<file path="src/pqt_pkg.sv">
// constants, register map and carrier types of the pattern trigger qualifier
// assumes one 10 MHz sampling clock; times are held as counts of that clock
package pqt_pkg;
  localparam int NUM_CHAN = 4;
  localparam int CRIT_W = 3;
  localparam int SYM_COUNT = 6;
  // clock period and documented time limits, in picoseconds
  localparam longint CLK_PERIOD_PS = 100000;
  localparam longint TIME_LEAST_PS = 1500;
  localparam longint RANGE_MIN_LEAST_PS = 10000;
  localparam longint RANGE_MAX_LEAST_PS = 15000;
  localparam longint TIME_MOST_PS = 64'd10_000_000_000_000;
  // least times round up, longest time rounds down, never below one cycle
  localparam longint LEAST_RAW = (TIME_LEAST_PS + CLK_PERIOD_PS - 1) / CLK_PERIOD_PS;
  localparam longint RMIN_RAW = (RANGE_MIN_LEAST_PS + CLK_PERIOD_PS - 1) / CLK_PERIOD_PS;
  localparam longint RMAX_RAW = (RANGE_MAX_LEAST_PS + CLK_PERIOD_PS - 1) / CLK_PERIOD_PS;
  localparam logic [31:0] LEAST_CYCLES = 32'(LEAST_RAW < 1 ? 1 : LEAST_RAW);
  localparam logic [31:0] RANGE_MIN_CYCLES = 32'(RMIN_RAW < 1 ? 1 : RMIN_RAW);
  localparam logic [31:0] RANGE_MAX_CYCLES = 32'(RMAX_RAW < 1 ? 1 : RMAX_RAW);
  localparam logic [31:0] MOST_CYCLES = 32'(TIME_MOST_PS / CLK_PERIOD_PS);
  // register byte offsets
  localparam logic [5:0] OFS_CTRL = 6'h00;
  localparam logic [5:0] OFS_CRIT = 6'h04;
  localparam logic [5:0] OFS_MIN_LIMIT = 6'h08;
  localparam logic [5:0] OFS_MAX_LIMIT = 6'h0C;
  localparam logic [5:0] OFS_SER_PATTERN = 6'h10;
  localparam logic [5:0] OFS_STATE = 6'h14;
  localparam logic [5:0] OFS_IRQ_STATUS = 6'h18;
  localparam logic [5:0] OFS_IRQ_CLEAR = 6'h1C;
  localparam logic [5:0] OFS_IRQ_ENABLE = 6'h20;
  // reset values
  localparam logic [31:0] RST_MIN_LIMIT = 32'h0000_0001;
  localparam logic [31:0] RST_MAX_LIMIT = 32'h0000_0002;
  localparam logic [11:0] RST_SER_PATTERN = 12'h001;
  // status bit positions
  localparam int IRQ_PAT = 0;
  localparam int IRQ_SER = 1;
  localparam int IRQ_W = 2;
  // per-channel criterion codes
  localparam logic [2:0] CRIT_IGNORE = 3'h0;
  localparam logic [2:0] CRIT_HIGH = 3'h1;
  localparam logic [2:0] CRIT_LOW = 3'h2;
  localparam logic [2:0] CRIT_RISE = 3'h3;
  localparam logic [2:0] CRIT_FALL = 3'h4;
  // serial pattern symbol codes
  localparam logic [1:0] SYM_PLUS = 2'h1;
  localparam logic [1:0] SYM_MINUS = 2'h3;

  typedef enum logic [2:0] {
    COND_ENTERED,
    COND_EXITED,
    duration_longer_than,
    duration_shorter_than,
    COND_RANGE
  } pqt_cond_t;

  typedef struct packed {
    logic [24:0] pad;
    logic [1:0] serial_pattern_input_select;
    logic serial_pattern_edge_sense;
    logic fire_on_match_end;
    pqt_cond_t cond;
  } pqt_ctrl_t;

  localparam pqt_ctrl_t RST_CTRL = '{pad: '0, serial_pattern_input_select: 2'h0,
    serial_pattern_edge_sense: 1'b1, fire_on_match_end: 1'b1, cond: COND_ENTERED};
endpackage

</file>
<file path="src/pqt_sync.sv">
// two-stage synchroniser for a group of independent level inputs
// assumes inputs are asynchronous comparator levels; clock enable freezes both stages
module pqt_sync #(
  parameter int WIDTH = 4
) (
  input wire logic ref_clk_in,
  input wire logic rst_in,
  input wire logic ce_in,
  input wire logic [WIDTH-1:0] async_in,
  output logic [WIDTH-1:0] sync_out
);
  logic [WIDTH-1:0] meta;

  genvar gi;
  generate
    for (gi = 0; gi < WIDTH; gi++) begin : g_bit
      always_ff @(posedge ref_clk_in or posedge rst_in) begin
        if (rst_in) begin
          meta[gi] <= 1'b0;
          sync_out[gi] <= 1'b0;
        end else if (ce_in) begin
          meta[gi] <= async_in[gi];
          sync_out[gi] <= meta[gi];
        end
      end
    end
  endgenerate
endmodule

</file>
<file path="src/pqt_chan_eval.sv">
// one channel's contribution to the pattern match
// assumes level and previous level are synchronised samples of one comparator
module pqt_chan_eval (
  input wire logic level_in,
  input wire logic level_prev_in,
  input wire logic [2:0] crit_in,
  output logic ok_out
);
  always_comb begin
    case (crit_in)
      pqt_pkg::CRIT_IGNORE: ok_out = 1'b1;
      pqt_pkg::CRIT_HIGH: ok_out = level_in;
      pqt_pkg::CRIT_LOW: ok_out = ~level_in;
      pqt_pkg::CRIT_RISE: ok_out = level_in & ~level_prev_in;
      pqt_pkg::CRIT_FALL: ok_out = ~level_in & level_prev_in;
      default: ok_out = 1'b1;
    endcase
  end
endmodule

</file>
<file path="src/pqt_qualifier.sv">
// pattern trigger qualifier with serial-pattern edge trigger, Avalon-MM registers
// assumes comparator levels arrive asynchronously; software sets all limits in clock cycles
// Notes on behaviour
// - positive sense fires serial trigger on rising edge
// - negative sense fires it on falling edge
// - edge sense also gates serial pattern validity
// - edge sense reads back as one bit
// - serial trigger source is one selected channel
// - high above channel level, low below
// - match is AND over all channel criteria
// - ignored channels never affect the match
// - entered fires when match becomes true
// - exited fires when match becomes false
// - longer-than fires after match outlasts minimum limit
// - longer-than fires at match end or timeout
// - shorter-than fires when short match ends
// - range fires at end if duration inside limits
// - criteria: high, low, ignore, rising, falling
// - one shared comparator level per channel
module pqt_qualifier #(
  parameter logic [31:0] MOST_CYCLES = pqt_pkg::MOST_CYCLES
) (
  input wire logic ref_clk_in,
  input wire logic rst_in,
  input wire logic ce_in,
  input wire logic [pqt_pkg::NUM_CHAN-1:0] chan_above_level_in,
  input wire logic [5:0] avs_address_in,
  input wire logic avs_read_in,
  input wire logic avs_write_in,
  input wire logic [31:0] avs_writedata_in,
  input wire logic [3:0] avs_byteenable_in,
  output logic [31:0] avs_readdata_out,
  output logic avs_waitrequest_out,
  output logic pattern_trigger_out,
  output logic serial_trigger_out,
  output logic irq_out
);
  localparam int N = pqt_pkg::NUM_CHAN;

  pqt_pkg::pqt_ctrl_t ctrl;
  logic [N*pqt_pkg::CRIT_W-1:0] crit;
  logic [31:0] min_duration_limit;
  logic [31:0] max_duration_limit;
  logic [2*pqt_pkg::SYM_COUNT-1:0] ser_pattern;
  logic [pqt_pkg::IRQ_W-1:0] irq_status;
  logic [pqt_pkg::IRQ_W-1:0] irq_enable;
  logic [N-1:0] lvl;
  logic [N-1:0] lvl_prev;
  logic match_prev;
  logic [31:0] dur_cnt;

  // comparator levels, one per channel, shared by every trigger type
  pqt_sync #(.WIDTH(N)) u_sync (
    .ref_clk_in(ref_clk_in),
    .rst_in(rst_in),
    .ce_in(ce_in),
    .async_in(chan_above_level_in),
    .sync_out(lvl)
  );

  // pattern match over all channels
  wire [N-1:0] chan_ok;
  genvar gc;
  generate
    for (gc = 0; gc < N; gc++) begin : g_chan
      pqt_chan_eval u_eval (
        .level_in(lvl[gc]),
        .level_prev_in(lvl_prev[gc]),
        .crit_in(crit[gc*pqt_pkg::CRIT_W +: pqt_pkg::CRIT_W]),
        .ok_out(chan_ok[gc])
      );
    end
  endgenerate
  wire match_now = &chan_ok;
  wire match_rise = match_now & ~match_prev;
  wire match_fall = ~match_now & match_prev;

  // limits clamped to the settable span
  wire [31:0] lim_least = (ctrl.cond == pqt_pkg::COND_RANGE) ? pqt_pkg::RANGE_MIN_CYCLES
                                                             : pqt_pkg::LEAST_CYCLES;
  wire [31:0] lim_max_least = (ctrl.cond == pqt_pkg::COND_RANGE) ? pqt_pkg::RANGE_MAX_CYCLES
                                                                 : pqt_pkg::LEAST_CYCLES;
  wire [31:0] lim_min = (min_duration_limit < lim_least) ? lim_least
                      : (min_duration_limit > MOST_CYCLES) ? MOST_CYCLES
                      : min_duration_limit;
  wire [31:0] lim_max = (max_duration_limit < lim_max_least) ? lim_max_least
                      : (max_duration_limit > MOST_CYCLES) ? MOST_CYCLES
                      : max_duration_limit;

  // qualification of the pattern trigger
  wire longer_end = match_fall & (dur_cnt > lim_min);
  wire longer_timeout = match_now & match_prev & (dur_cnt == lim_min);
  wire shorter_end = match_fall & (dur_cnt < lim_max);
  wire range_end = match_fall & (dur_cnt > lim_min) & (dur_cnt < lim_max);
  logic pat_fire;
  always_comb begin
    case (ctrl.cond)
      pqt_pkg::COND_ENTERED: pat_fire = match_rise;
      pqt_pkg::COND_EXITED: pat_fire = match_fall;
      pqt_pkg::duration_longer_than: pat_fire = ctrl.fire_on_match_end ? longer_end
                                                                       : longer_timeout;
      pqt_pkg::duration_shorter_than: pat_fire = shorter_end;
      pqt_pkg::COND_RANGE: pat_fire = range_end;
      default: pat_fire = 1'b0;
    endcase
  end

  // serial pattern edge trigger
  wire src_lvl = lvl[ctrl.serial_pattern_input_select];
  wire src_prev = lvl_prev[ctrl.serial_pattern_input_select];
  wire src_rise = src_lvl & ~src_prev;
  wire src_fall = ~src_lvl & src_prev;
  logic [pqt_pkg::SYM_COUNT-1:0] sym_plus;
  logic [pqt_pkg::SYM_COUNT-1:0] sym_minus;
  genvar gs;
  generate
    for (gs = 0; gs < pqt_pkg::SYM_COUNT; gs++) begin : g_sym
      assign sym_plus[gs] = ser_pattern[2*gs +: 2] == pqt_pkg::SYM_PLUS;
      assign sym_minus[gs] = ser_pattern[2*gs +: 2] == pqt_pkg::SYM_MINUS;
    end
  endgenerate
  wire ser_valid = ctrl.serial_pattern_edge_sense ? |sym_plus : |sym_minus;
  wire ser_edge = ctrl.serial_pattern_edge_sense ? src_rise : src_fall;
  wire ser_fire = ser_edge & ser_valid;

  // bus decode
  wire wr = avs_write_in & ~avs_waitrequest_out;
  wire [31:0] be_mask = {{8{avs_byteenable_in[3]}}, {8{avs_byteenable_in[2]}},
                         {8{avs_byteenable_in[1]}}, {8{avs_byteenable_in[0]}}};
  wire wr_ctrl = wr & (avs_address_in == pqt_pkg::OFS_CTRL);
  wire wr_crit = wr & (avs_address_in == pqt_pkg::OFS_CRIT);
  wire wr_min = wr & (avs_address_in == pqt_pkg::OFS_MIN_LIMIT);
  wire wr_max = wr & (avs_address_in == pqt_pkg::OFS_MAX_LIMIT);
  wire wr_pat = wr & (avs_address_in == pqt_pkg::OFS_SER_PATTERN);
  wire wr_clr = wr & (avs_address_in == pqt_pkg::OFS_IRQ_CLEAR);
  wire wr_en = wr & (avs_address_in == pqt_pkg::OFS_IRQ_ENABLE);
  wire [31:0] ctrl_word = {25'h0, ctrl[6:0]};
  wire [31:0] new_ctrl = (ctrl_word & ~be_mask) | (avs_writedata_in & be_mask);
  wire [31:0] new_crit = ({20'h0, crit} & ~be_mask) | (avs_writedata_in & be_mask);
  wire [31:0] new_min = (min_duration_limit & ~be_mask) | (avs_writedata_in & be_mask);
  wire [31:0] new_max = (max_duration_limit & ~be_mask) | (avs_writedata_in & be_mask);
  wire [31:0] new_pat = ({20'h0, ser_pattern} & ~be_mask) | (avs_writedata_in & be_mask);
  wire [31:0] clr_bits = avs_writedata_in & be_mask;
  wire [31:0] new_en = ({30'h0, irq_enable} & ~be_mask) | (avs_writedata_in & be_mask);
  wire [31:0] state_word = {26'h0, ser_valid, match_now, lvl};
  logic [31:0] rd_mux;
  always_comb begin
    case (avs_address_in)
      pqt_pkg::OFS_CTRL: rd_mux = ctrl_word;
      pqt_pkg::OFS_CRIT: rd_mux = {20'h0, crit};
      pqt_pkg::OFS_MIN_LIMIT: rd_mux = min_duration_limit;
      pqt_pkg::OFS_MAX_LIMIT: rd_mux = max_duration_limit;
      pqt_pkg::OFS_SER_PATTERN: rd_mux = {20'h0, ser_pattern};
      pqt_pkg::OFS_STATE: rd_mux = state_word;
      pqt_pkg::OFS_IRQ_STATUS: rd_mux = {30'h0, irq_status};
      pqt_pkg::OFS_IRQ_ENABLE: rd_mux = {30'h0, irq_enable};
      default: rd_mux = 32'h0000_0000;
    endcase
  end
  wire [pqt_pkg::IRQ_W-1:0] events = {ser_fire, pat_fire};
  // set wins over a clear in the same cycle
  wire [pqt_pkg::IRQ_W-1:0] next_status =
    (irq_status & ~(wr_clr ? clr_bits[pqt_pkg::IRQ_W-1:0] : 2'h0)) | events;
  wire [pqt_pkg::IRQ_W-1:0] next_enable = wr_en ? new_en[pqt_pkg::IRQ_W-1:0] : irq_enable;

  // bus slave: one wait cycle, then answer
  always_ff @(posedge ref_clk_in or posedge rst_in) begin
    if (rst_in) begin
      avs_waitrequest_out <= 1'b1;
      avs_readdata_out <= 32'h0000_0000;
    end else if (ce_in) begin
      avs_waitrequest_out <= ~((avs_read_in | avs_write_in) & avs_waitrequest_out);
      if (avs_read_in & avs_waitrequest_out) begin
        avs_readdata_out <= rd_mux;
      end
    end
  end

  always_ff @(posedge ref_clk_in or posedge rst_in) begin
    if (rst_in) begin
      ctrl <= pqt_pkg::RST_CTRL;
      crit <= '0;
      min_duration_limit <= pqt_pkg::RST_MIN_LIMIT;
      max_duration_limit <= pqt_pkg::RST_MAX_LIMIT;
      ser_pattern <= pqt_pkg::RST_SER_PATTERN;
    end else if (ce_in) begin
      if (wr_ctrl) ctrl <= pqt_pkg::pqt_ctrl_t'({25'h0, new_ctrl[6:0]});
      if (wr_crit) crit <= new_crit[N*pqt_pkg::CRIT_W-1:0];
      if (wr_min) min_duration_limit <= new_min;
      if (wr_max) max_duration_limit <= new_max;
      if (wr_pat) ser_pattern <= new_pat[2*pqt_pkg::SYM_COUNT-1:0];
    end
  end

  always_ff @(posedge ref_clk_in or posedge rst_in) begin
    if (rst_in) begin
      irq_status <= '0;
      irq_enable <= '0;
      irq_out <= 1'b0;
    end else if (ce_in) begin
      irq_status <= next_status;
      irq_enable <= next_enable;
      irq_out <= |(next_status & next_enable);
    end
  end

  // duration counter and trigger outputs
  always_ff @(posedge ref_clk_in or posedge rst_in) begin
    if (rst_in) begin
      lvl_prev <= '0;
      match_prev <= 1'b0;
      dur_cnt <= 32'h0000_0000;
      pattern_trigger_out <= 1'b0;
      serial_trigger_out <= 1'b0;
    end else if (ce_in) begin
      lvl_prev <= lvl;
      match_prev <= match_now;
      if (match_rise) begin
        dur_cnt <= 32'h0000_0001;
      end else if (match_now && dur_cnt != 32'hFFFF_FFFF) begin
        dur_cnt <= dur_cnt + 32'h0000_0001;
      end
      pattern_trigger_out <= pat_fire;
      serial_trigger_out <= ser_fire;
    end
  end
endmodule

</file>
<file path="config.mk">
export PLATFORM = sky130hd
export DESIGN_NAME = pqt_qualifier
export DESIGN_NICKNAME = d
export VERILOG_FILES = /design/src/pqt_pkg.sv /design/src/pqt_sync.sv /design/src/pqt_chan_eval.sv /design/src/pqt_qualifier.sv
export SDC_FILE = /design/constraint.sdc
export NUM_CORES = 1
export LEC_CHECK = 0
export BUFFER_PORTS_ARGS = -buffer_cell sky130_fd_sc_hd__buf_2
export CORE_ASPECT_RATIO = 0.5
export CORE_MARGIN = 2
export CORE_UTILIZATION = 25
export CTS_CLUSTER_DIAMETER = 100
export DETAILED_ROUTE_END_ITERATION = 8
export PLACE_DENSITY = 0.43
export SYNTH_ARGS = -nofsm -noshare
export SYNTH_HDL_FRONTEND = slang
export SYNTH_HIERARCHICAL = 1
export SYNTH_SLANG_ARGS = --single-unit
</file>
<file path="constraint.sdc">
create_clock -name ref_clk_in -period 12.2 [get_ports ref_clk_in]
set_clock_uncertainty 0.05 [all_clocks]
set_input_delay 0.61 -clock ref_clk_in [delete_from_list [all_inputs] [get_ports ref_clk_in]]
set_output_delay 0.61 -clock ref_clk_in [all_outputs]
set_load 0.005 [all_outputs]
</file>
==> metrics.md, run 1 <==
| Metric | Value |
|---|---|
| Leak | 5.45 nW |
| Non-Filler Cell Area, Final | 11900 µm² |
| Critical Path AT | 5.76 ns |
| Root Buffer | clkbuf_16 |
| Critical path, cell by cell | nor3_1, nand2_1, nor4_1, and2_1, a31oi_1, o21ai_1, nand2_1, ha_1, nand4_1, nor4_1, nand2_1, or4_1, a21oi_1, a41oi_1, a21o_1, a221oi_1 |
| Total grt overflow | 0 |
| Iteration count of the initial detailed-routing pass | 6 |
| Final WL | 31600 µm |
| Post-CTS sizing | 0 |
| Reg2Reg Depth | 16 |
| Synth top area cells | dfrtp_1 (43%), mux2_2 (11%), ha_1 (7.9%) |
| Post-DRT Antenna Nets | 0 |
| Setup CP Type | reg2reg |
| Initial antenna violation count | 2 |
| Vias in the first global route | 8074 |
| Final Max Slew Viols | 0 |
| Tcrit/Tclk final | 44.8% |
| First-pass GRT wire length | 49500 µm |
| FF+latch count, synth | 180 |
| CP top delay family | simple AND/OR/NAND/NOR gates |
| Initial Util | 25.2% |
| Routability cong. | 0.829 |
| Estimated wirelength of the detail-placed design | 24100 µm |
| Post-CTS Repair Setup Buffers | 0 |
| Vias/cell | 5.01 |
| CP max-delay cell | o21ai_1 |
| TritonCTS clock tree | done |
| Startpoint Class | flip-flop |
| Status | complete, no violations |
| # IOs | 87 |
| Wire length per cell | 19.5 µm |
| Tightest Pin Transition | 1.17 ns |
| Pin count of the biggest net entering global routing | 102 |
| Core ar. | 40300 µm² |
| Die Span Y | 147 µm |
| CP Capture Type | flip-flop |
| Clk_lat worst skew | 0.46 ns |
| DRC violations left | 0 |
| CTS H-tree depth | 4 |
| Max stage delay on crit path | 0.92 ns |
| Ys async rst share | 100% |
| GR Util All Layers | 15.3% |
| RR Endpoint | irq_out |
| Post-Syn Area per Cell | 10.3 µm² |
| Synth warn | 6 |
| Top-area cell type share of the netlist area | 42.9% |
| Layout Area Growth over Synthesis | 16.7% |
| Pwr dens | 121 nW/µm² |
| Ys flop type | dfrtp_1 |
| Post-synth EDFFs | 0 |
| Leading area contributor after synthesis | dfrtp_1 |
| Peak supply drop | 0.0000887 V |
| DRT iter0 DRCs | 555 |
| Netlist Area Pre-Place | 10200 µm² |
| Clock transition at path regs | 0.08 ns |
| Placed inst area | 11300 µm² |
| Fmax | 183 MHz |
| Ant. Diodes | 0 |
| Clock sinks | 180 |
| Yosys cell types | 69 |
| Die span in x | 289 µm |
| Final setup TNS | 0 ns |
| Reg2reg setup slack | 6.73 ns |
| Maxcap violations | 0 |
| Rows | 52 |
| WP buf/inv | 0 |
| Post-Synthesis Cells | 983 |
| Min cycle time layout | 5.47 ns |
| Port bufs | 86 |
| Finished Core Util | 29.4% |
| Final setup fails | 0 |
| Final nets | 1186 |
| RSZ-0062 raised after global routing | false |
| Layout cells sized above 1 | 24.1% |
| Clock buffer depth | 2 |
| Num CTS Buffers | 17 |
| CP required | 12.49 ns |
| Via count | 8135 |
| CP dominant cell by count | nand2_1 |
| Final hold vios | 0 |
| Filler Cell Count | 4163 |
| Register area share after synthesis | 44.4% |
| Hold Buf Count CTS | 0 |
| Maximum net fanout on the critical path | 15 |
| Worst min path class | in2async |
| DIE AREA | 42400 µm² |
| Slew Limit Headroom | 21.6% |
| Min Hold Slack | 0.0790 ns |
logic make-up (layout without fill, tap and decap cells):
family / Yosys count / after routing / share of synthesized area (%)
mux: 118 / 118 / 13.5
buf+inv: 54 / 146 / 2.14
xor+xnor: 22 / 22 / 1.90
flops: 180 / 180 / 44.4
other cells: 1 / 10 / 0.0369
compound gates: 212 / 212 / 13.9
fa+ha+maj: 64 / 64 / 7.88
simple gates: 332 / 332 / 16.2
through the flow:
step | total power [mW] | instances | worst slack [ns]
floorplan | 0.792 | 992 | 6.89
global placement | 0.863 | 1592 | 6.96
detailed placement | 0.868 | 1592 | 6.83
CTS | 1.45 | 1624 | 6.77
global route | 1.50 | 1624 | 6.30
finish | 1.43 | 1624 | 6.73
worst max path at each step:
| stage | slack, ns | from | endpoint | cells after the start |
|---|---|---|---|---|
| 2_1_floorplan | 6.89 | rst_in | asynchronous set/reset pin | 1 |
| 3_3_place_gp | 6.96 | flip-flop | irq_out | 16 |
| 3_5_place_dp | 6.83 | flip-flop | irq_out | 16 |
| 4_1_cts | 6.77 | flip-flop | irq_out | 16 |
| 5_1_grt | 6.30 | flip-flop | irq_out | 16 |
| 6_report | 6.73 | flip-flop | irq_out | 16 |
cells in the mapped netlist, drive strengths merged (11+ instances only):
cell type	instances
nor2	74
mux2	108
o21ai	50
clkbuf	30
or4	12
nand4	19
xor2	12
a21oi	44
inv	21
dfrtp	174
a22oi	29
a222oi	11
ha	64
a21o	21
nand2	107
nor4	14
nand3	29
nor3	26
or3	12
routing by layer:
layer	wire (µm)	track usage (%)	part of all wire, %	vias to the layer above
met5	16	0	0.051	-
met4	469	4.12	1.5	2
li1	-	-	-	3856
met2	14100	23.2	45	172
met1	15700	22.2	50	4069
met3	1350	2.92	4.3	36
where the power goes:
part,internal [mW],total (mW),switching (mW)
clock network,0.298,0.576,0.278
logic,0.0851,0.198,0.113
registers,0.620,0.658,0.0379
total,1.00,1.43,0.429
worst register-to-register path: stages (launching register included):
cell and delay, ns:
dfrtp_1 0.39, nor3_1 0.19, nand2_1 0.12, nor4_1 0.58, and2_1 0.25, a31oi_1 0.11
o21ai_1 0.92, nand2_1 0.15, ha_1 0.35, nand4_1 0.15, nor4_1 0.61, nand2_1 0.18
or4_1 0.49, a21oi_1 0.20, a41oi_1 0.08, a21o_1 0.25, a221oi_1 0.30
placed cells by master (no fill, tap or decap), types with 5 or more instances in the layout:
master / synthesis / routed
dfrtp_1: 174 / 174
nand2_1: 107 / 107
mux2_2: 100 / 100
buf_2: 1 / 86
nor2_1: 74 / 73
ha_1: 64 / 64
o21ai_0: 48 / 48
a21oi_1: 44 / 44
a22oi_1: 29 / 29
nand3_1: 28 / 27
nor3_1: 26 / 26
a21o_1: 21 / 21
inv_1: 21 / 20
nand4_1: 19 / 19
clkbuf_16: 0 / 17
or3_1: 12 / 12
or4_1: 12 / 12
nor4_1: 13 / 12
xor2_1: 12 / 12
a222oi_1: 11 / 11
xnor2_1: 10 / 10
a211oi_1: 10 / 10
conb_1: 1 / 10
a31oi_1: 8 / 8
mux2i_1: 8 / 8
mux2_4: 8 / 8
buf_4: 0 / 7
nor2b_1: 6 / 6
dfstp_2: 6 / 6
inv_8: 0 / 6
and4_1: 5 / 5
a311oi_1: 5 / 5
layout make-up:
| cell class | instances | area (µm²) | area share [%] |
|---|---|---|---|
| Timing Repair Buffer | 93 | 483 | 4.07 |
| Tap cell | 540 | 676 | 5.70 |
| Multi-Input combinational cell | 758 | 5500 | 46.4 |
| Sequential cell | 180 | 4510 | 38.1 |
| Clock buffer | 18 | 439 | 3.70 |
| Clock inverter | 14 | 163 | 1.37 |
| Inverter | 21 | 83.8 | 0.707 |
(Power assumes the default switching activity.)
==> run 2, diff against run 1 <==
--- a/config.mk
+++ b/config.mk
@@ -11,7 +11,7 @@
 export CORE_UTILIZATION = 25
 export CTS_CLUSTER_DIAMETER = 100
 export DETAILED_ROUTE_END_ITERATION = 8
-export PLACE_DENSITY = 0.43
+export PLACE_DENSITY = 0.44
 export SYNTH_ARGS = -nofsm -noshare
 export SYNTH_HDL_FRONTEND = slang
 export SYNTH_HIERARCHICAL = 1
==> constraint.sdc (replaced) <==
create_clock -name ref_clk_in -period 4.5 [get_ports ref_clk_in]
set_clock_uncertainty 0.05 [all_clocks]
set_input_delay 0.225 -clock ref_clk_in [delete_from_list [all_inputs] [get_ports ref_clk_in]]
set_output_delay 0.225 -clock ref_clk_in [all_outputs]
set_load 0.005 [all_outputs]
==> run 2 against run 1 <==
Compared with the run above: utilization up 1.7 points; sequential share of layout area down 2.1 points; clock power rose to 2.8 times the previous value; critical endpoint is now irq_status[0]; die area unchanged; wire length up 3.2%; non-clock buffer count up 65; critical path type unchanged; highest routed layer is now met4.
==> metrics.md, run 2 (synthesis results as in run 1) <==
| Metric | Value |
|---|---|
| Clock buffer depth | 2 (unchanged) |
| # IOs | 87 (unchanged) |
| Startpoint Class | flip-flop |
| Vias in the first global route | 8543 (+5.8%) |
| Num CTS Buffers | 17 (unchanged) |
| Die span in x | 289 µm (unchanged) |
| Most common cell after layout, fill and taps aside | dfrtp_1 |
| Worst min path class | in2reg |
| Ant. Diodes | 0 (unchanged) |
| Via count | 8522 (+4.8%) |
| Leak | 5.77 nW (+5.9%) |
| Port bufs | 86 (unchanged) |
| Maxcap violations | 0 (unchanged) |
| Wire length per cell | 19.3 µm (-0.73%) |
| Initial antenna violation count | 1 (-1) |
| Rows | 52 (unchanged) |
| DRT iter0 DRCs | 691 (+25%) |
| Routability cong. | 0.862 (+4.0%) |
| Initial Util | 25.2% (unchanged) |
| Maximum net fanout on the critical path | 8 (-7) |
| Worst setup margin | 0.238 ns (-6.49 ns) |
| Root Buffer | clkbuf_16 |
| Most frequent cells in the layout | dfrtp_1 (174), nand2_1 (106), mux2_2 (100), buf_2 (86), nor2_1 (72) |
| Final WL | 32600 µm (+3.2%) |
| Tightest Pin Transition | 1.13 ns (-0.0391 ns) |
| Clock sinks | 180 (unchanged) |
| Iteration count of the initial detailed-routing pass | 5 (-1) |
| Critical Path AT | 4.58 ns (-1.18 ns) |
| Slew Limit Headroom | 24.7% (+3.1 points) |
| Pwr dens | 319 nW/µm² (+160%) |
| Layout cells sized above 1 | 27.2% (+3.1 points) |
| GR Util All Layers | 15.7% (+0.38 points) |
| Final setup TNS | 0 ns (unchanged) |
| DIE AREA | 42400 µm² (unchanged) |
| DRC violations left | 0 (unchanged) |
| Setup CP Type | reg2reg |
| Post-DRT Antenna Nets | 0 (unchanged) |
| Status | complete, no violations |
| Layout Area Growth over Synthesis | 23.5% |
| Final Max Slew Viols | 0 (unchanged) |
| RSZ-0062 raised after global routing | false |
| Clock transition at path regs | 0.07 ns (about the same) |
| CTS H-tree depth | 4 (unchanged) |
| Min cycle time layout | 4.26 ns (-1.21 ns) |
| Core ar. | 40300 µm² (unchanged) |
| Setup Slack @ Placement | 0.0453 ns (-6.79 ns) |
| TritonCTS clock tree | done |
| Final hold vios | 0 (unchanged) |
| Estimated wirelength of the detail-placed design | 24500 µm (+1.7%) |
| Final setup fails | 0 (unchanged) |
| Clk_lat worst skew | 0.46 ns (about the same) |
| Pin count of the biggest net entering global routing | 173 (+70%) |
| Peak supply drop | 0.000199 V (+120%) |
| Vias/cell | 5.05 (+0.73%) |
| CP required | 4.82 ns (-7.67 ns) |
| Final nets | 1251 (+5.5%) |
| First-pass GRT wire length | 51000 µm (+3.1%) |
| CP Capture Type | flip-flop |
| Die Span Y | 147 µm (unchanged) |
| Fmax | 235 MHz (+28%) |
| Tcrit/Tclk final | 94.7% (+50 points) |
| Total grt overflow | 0 (unchanged) |
[run 2: metal layers]
metal	vias to the layer above	part of all wire (%)	GRT usage [%]
li1	3973	-	-
met4	0	1.3	3.63
met1	4339	49	22.5
met5	-	0	0
met3	25	4.8	3.02
met2	185	45	24.3
[run 2: worst max-delay path, stage by stage, from the launching register on]
cell,delay (ns)
dfrtp_1,0.40
or4_4,0.58
a2111oi_4,0.23
nor2b_2,0.19
a41oi_1,0.06
o21ai_1,0.19
buf_4,0.18
nand2_1,0.07
ha_1,0.30
a21o_1,0.18
a21o_1,0.17
a221o_1,0.36
a2111o_1,0.38
a31oi_2,0.19
nand3_1,0.10
a21o_1,0.26
buf_4,0.15
o21ai_1,0.12
[run 2: final timing paths]
kind	slack (ns)	cells after the start	to	startpoint
max in group asynchronous	3.04	4	asynchronous set/reset pin	rst_in
worst min register to register	0.42	2	avs_readdata_out[14]	avs_readdata_out[14]
worst max register to register	0.24	17	irq_status[0]	flip-flop
worst max-delay path	0.24	17	irq_status[0]	flip-flop
worst min-delay path	0.02	3	flip-flop	avs_writedata_in[8]
min in group asynchronous	0.22	3	u_sync/meta[0]	rst_in
[run 2: layout make-up]
class | instances | area, µm²
flip-flops and latches | 180 | 4510
well taps | 540 | 676
clock buffers | 22 | 464
inverters | 21 | 82.6
multi-input cells | 758 | 5600
clock inverters | 10 | 146
repair buffers | 158 | 1060
fillers | 4145 | 27700
[run 2: stage by stage]
| stage | cells | total power [mW] | util (%) | hold WS [ns] | cell area, µm² |
|---|---|---|---|---|---|
| after floorplan | 992 | 2.15 | - | -0.00934 | 10200 |
| after global placement | 1625 | 2.38 | 28.6 | 0.157 | 11500 |
| after detailed placement | 1625 | 2.40 | 28.6 | 0.166 | 11500 |
| after CTS | 1684 | 4.03 | 30.8 | 0.00241 | 12400 |
| after global routing | 1689 | 4.20 | 31.2 | 0.0166 | 12500 |
| final | 1689 | 4.01 | 31.2 | 0.0192 | 12500 |
[run 2: power breakdown]
group          switching (mW)  total (mW)  internal (mW)
clock                   0.686        1.60          0.912
sequential              0.102        1.78           1.68
combinational           0.341       0.625          0.284
[run 2: what timing repair did]
action                                 CTS  global route
pin swaps                                0             9
endpoints found under the hold margin   52             1
gates cloned                             0             1
setup endpoints to repair                1             3
setup buffers                            0             3
gates resized for setup                  1            26
hold buffers                            27             1
==> run 3, diff against run 2 <==
--- a/config.mk
+++ b/config.mk
@@ -5,7 +5,7 @@
 export SDC_FILE = /design/constraint.sdc
 export NUM_CORES = 1
 export LEC_CHECK = 0
-export BUFFER_PORTS_ARGS = -buffer_cell sky130_fd_sc_hd__buf_2
+export BUFFER_PORTS_ARGS = -buffer_cell sky130_fd_sc_hd__clkbuf_2
 export CORE_ASPECT_RATIO = 0.5
 export CORE_MARGIN = 2
 export CORE_UTILIZATION = 25
==> run 3 against run 2 <==
Compared with the run above: via count is 1.5% lower; wire length down 1.1%; critical path depth rose by 2; fmax up 0.13%; clock power fell by 9%; die area stayed put.
==> metrics.md, run 3 (synthesis results as in run 1) <==
| Metric | Value |
|---|---|
| Pwr dens | 311 nW/µm² (-2.7%) |
| Clock buffer depth | 2 (unchanged) |
| Ant. Diodes | 0 (unchanged) |
| Maxcap violations | 0 (unchanged) |
| CP Capture Type | flip-flop |
| Tightest Pin Transition | 1.01 ns (-0.119 ns) |
| Iteration count of the initial detailed-routing pass | 5 (unchanged) |
| Final hold vios | 0 (unchanged) |
| CP dominant cell by count | buf_4 |
| Layout Area Growth over Synthesis | 21.4% |
| Peak supply drop | 0.000202 V (+1.3%) |
| Min cycle time layout | 4.26 ns (-0.00568 ns) |
| Root Buffer | clkbuf_16 |
| Routability cong. | 0.836 (-3.0%) |
| RSZ-0062 raised after global routing | false |
| Clk_lat worst skew | 0.46 ns (about the same) |
| Clock sinks | 180 (unchanged) |
| Initial Util | 25.2% (unchanged) |
| Reg2reg setup slack | 0.24 ns (about the same) |
| CTS H-tree depth | 4 (unchanged) |
| Slew Limit Headroom | 32.6% (+7.9 points) |
| Filler Cell Count | 4196 (+1.2%) |
| GR Util All Layers | 15.7% (+0.053 points) |
| Critical path, cell by cell | and4_1, nand3_1, nor3_1, a211oi_1, nor2b_1, a31oi_1, o21a_1, buf_4, nor2_1, ha_1, nand4_1, nor4_2, buf_4, nand2_1, or4_1, a21oi_1, a41oi_1, a21o_1, a221oi_1 |
| TritonCTS clock tree | done |
| Clock transition at path regs | 0.07 ns (about the same) |
| Status | complete, no violations |
| Most frequent cells in the layout | dfrtp_1 (173), nand2_1 (107), mux2_2 (100), clkbuf_2 (86), nor2_1 (73) |
| DRT iter0 DRCs | 668 (-3.3%) |
| Die span in x | 289 µm (unchanged) |
| Setup CP Type | reg2reg |
| Layout cells sized above 1 | 26.2% (-0.99 points) |
| CP required | 4.79 ns (-0.03 ns) |
| Estimated wirelength of the detail-placed design | 24600 µm (+0.26%) |
| Final Max Slew Viols | 0 (unchanged) |
| Tcrit/Tclk final | 94.6% (-0.13 points) |
| Vias in the first global route | 8534 (-0.11%) |
| Core ar. | 40300 µm² (unchanged) |
| Pin count of the biggest net entering global routing | 173 (unchanged) |
| Fmax | 235 MHz (+0.13%) |
| CP max-delay cell | or4_1 |
| Final setup TNS | 0 ns (unchanged) |
| Maximum net fanout on the critical path | 12 (+4) |
| Wire length per cell | 19.2 µm (-0.54%) |
| Vias/cell | 5.00 (-0.87%) |
| Critical Path AT | 4.55 ns (-0.03 ns) |
| Num CTS Buffers | 17 (unchanged) |
| Die Span Y | 147 µm (unchanged) |
| Port bufs | 86 (unchanged) |
| Initial antenna violation count | 1 (unchanged) |
| DIE AREA | 42400 µm² (unchanged) |
| Overall power | 3.83 mW (-4.3%) |
| Rows | 52 (unchanged) |
| Max stage delay on crit path | 0.46 ns (-0.12 ns) |
| Worst min path class | in2reg |
| First-pass GRT wire length | 51100 µm (+0.20%) |
| Leak | 5.66 nW (-1.9%) |
| Most common cell after layout, fill and taps aside | dfrtp_1 |
| Post-CTS Repair Setup Buffers | 0 (unchanged) |
| Total grt overflow | 0 (unchanged) |
| # IOs | 87 (unchanged) |
| Final WL | 32300 µm (-1.1%) |
| Via count | 8398 (-1.5%) |
| DRC violations left | 0 (unchanged) |
| Final nets | 1244 (-0.56%) |
| Post-DRT Antenna Nets | 0 (unchanged) |
| Final setup fails | 0 (unchanged) |
| Startpoint Class | flip-flop |
==> run 3: changes by cell type in the layout (fill, tap and decap cells not counted), sizes merged <==
cell / previous run / this run
buf: 130 / 41
clkbuf: 22 / 104
bufinv: 3 / 1
clkinvlp: 2 / 5
dlygate4sd3: 28 / 24
==> run 3: report_power, final <==
group	internal, mW	switching, mW	total (mW)
logic	0.274	0.328	0.602
clock network	0.758	0.688	1.45
registers	1.68	0.103	1.78
total	2.71	1.12	3.83
==> run 3: area by class of cell <==
class	count	area, µm²	share of cell area [%]
Timing Repair Buffer	151	995	8.06
Tap cell	540	676	5.48
Multi-Input combinational cell	758	5530	44.9
Clock buffer	18	429	3.48
Sequential cell	180	4510	36.6
Clock inverter	11	105	0.852
Inverter	21	82.6	0.670
==> run 3: repair_timing <==
item                       4_1_cts  5_1_grt
setup endpoints to repair        1        3
hold buffers                    24        0
pin swaps                        0        2
gates cloned                     0        0
gates resized for setup          1        9
hold endpoints to repair        49        0
==> run 3: worst paths after layout <==
path / from / endpoint / cells after the start
hold reg to reg: avs_readdata_out[14] / avs_readdata_out[14] / 2
setup / recovery: flip-flop / irq_out / 19
setup reg to reg: flip-flop / irq_out / 19
hold / removal: avs_writedata_in[7] / flip-flop / 2
max in group asynchronous: rst_in / asynchronous set/reset pin / 4
min in group asynchronous: rst_in / u_sync/meta[1] / 3
==> run 3: per-stage QoR <==
| stage | util [%] | cell area [µm²] | worst slack, ns | instances | hold WS (ns) |
|---|---|---|---|---|---|
| floorplan | - | 10200 | 0.194 | 992 | -0.00934 |
| global placement | 28.6 | 11500 | 0.221 | 1626 | 0.151 |
| detailed placement | 28.6 | 11500 | 0.00106 | 1626 | 0.155 |
| CTS | 30.5 | 12300 | 0.0128 | 1679 | 0.00104 |
| global route | 30.6 | 12300 | 0.00319 | 1679 | 0.00826 |
| finish | 30.6 | 12300 | 0.244 | 1679 | 0.0153 |
==> run 3: worst max-delay path, delay by kind of cell, from the launching register on <==
| kind | cells | cell delay [ns] |
|---|---|---|
| simple gates | 9 | 1.75 |
| compound gates | 7 | 1.27 |
| flops | 1 | 0.43 |
| buf+inv | 2 | 0.33 |
| fa+ha+maj | 1 | 0.32 |
==> run 3: metal layers <==
| layer | track usage, % | share of wire (%) |
|---|---|---|
| met5 | 0 | 0 |
| met2 | 24.2 | 45 |
| met3 | 3.34 | 4.7 |
| met1 | 22.6 | 49 |
| met4 | 3.38 | 1.1 |
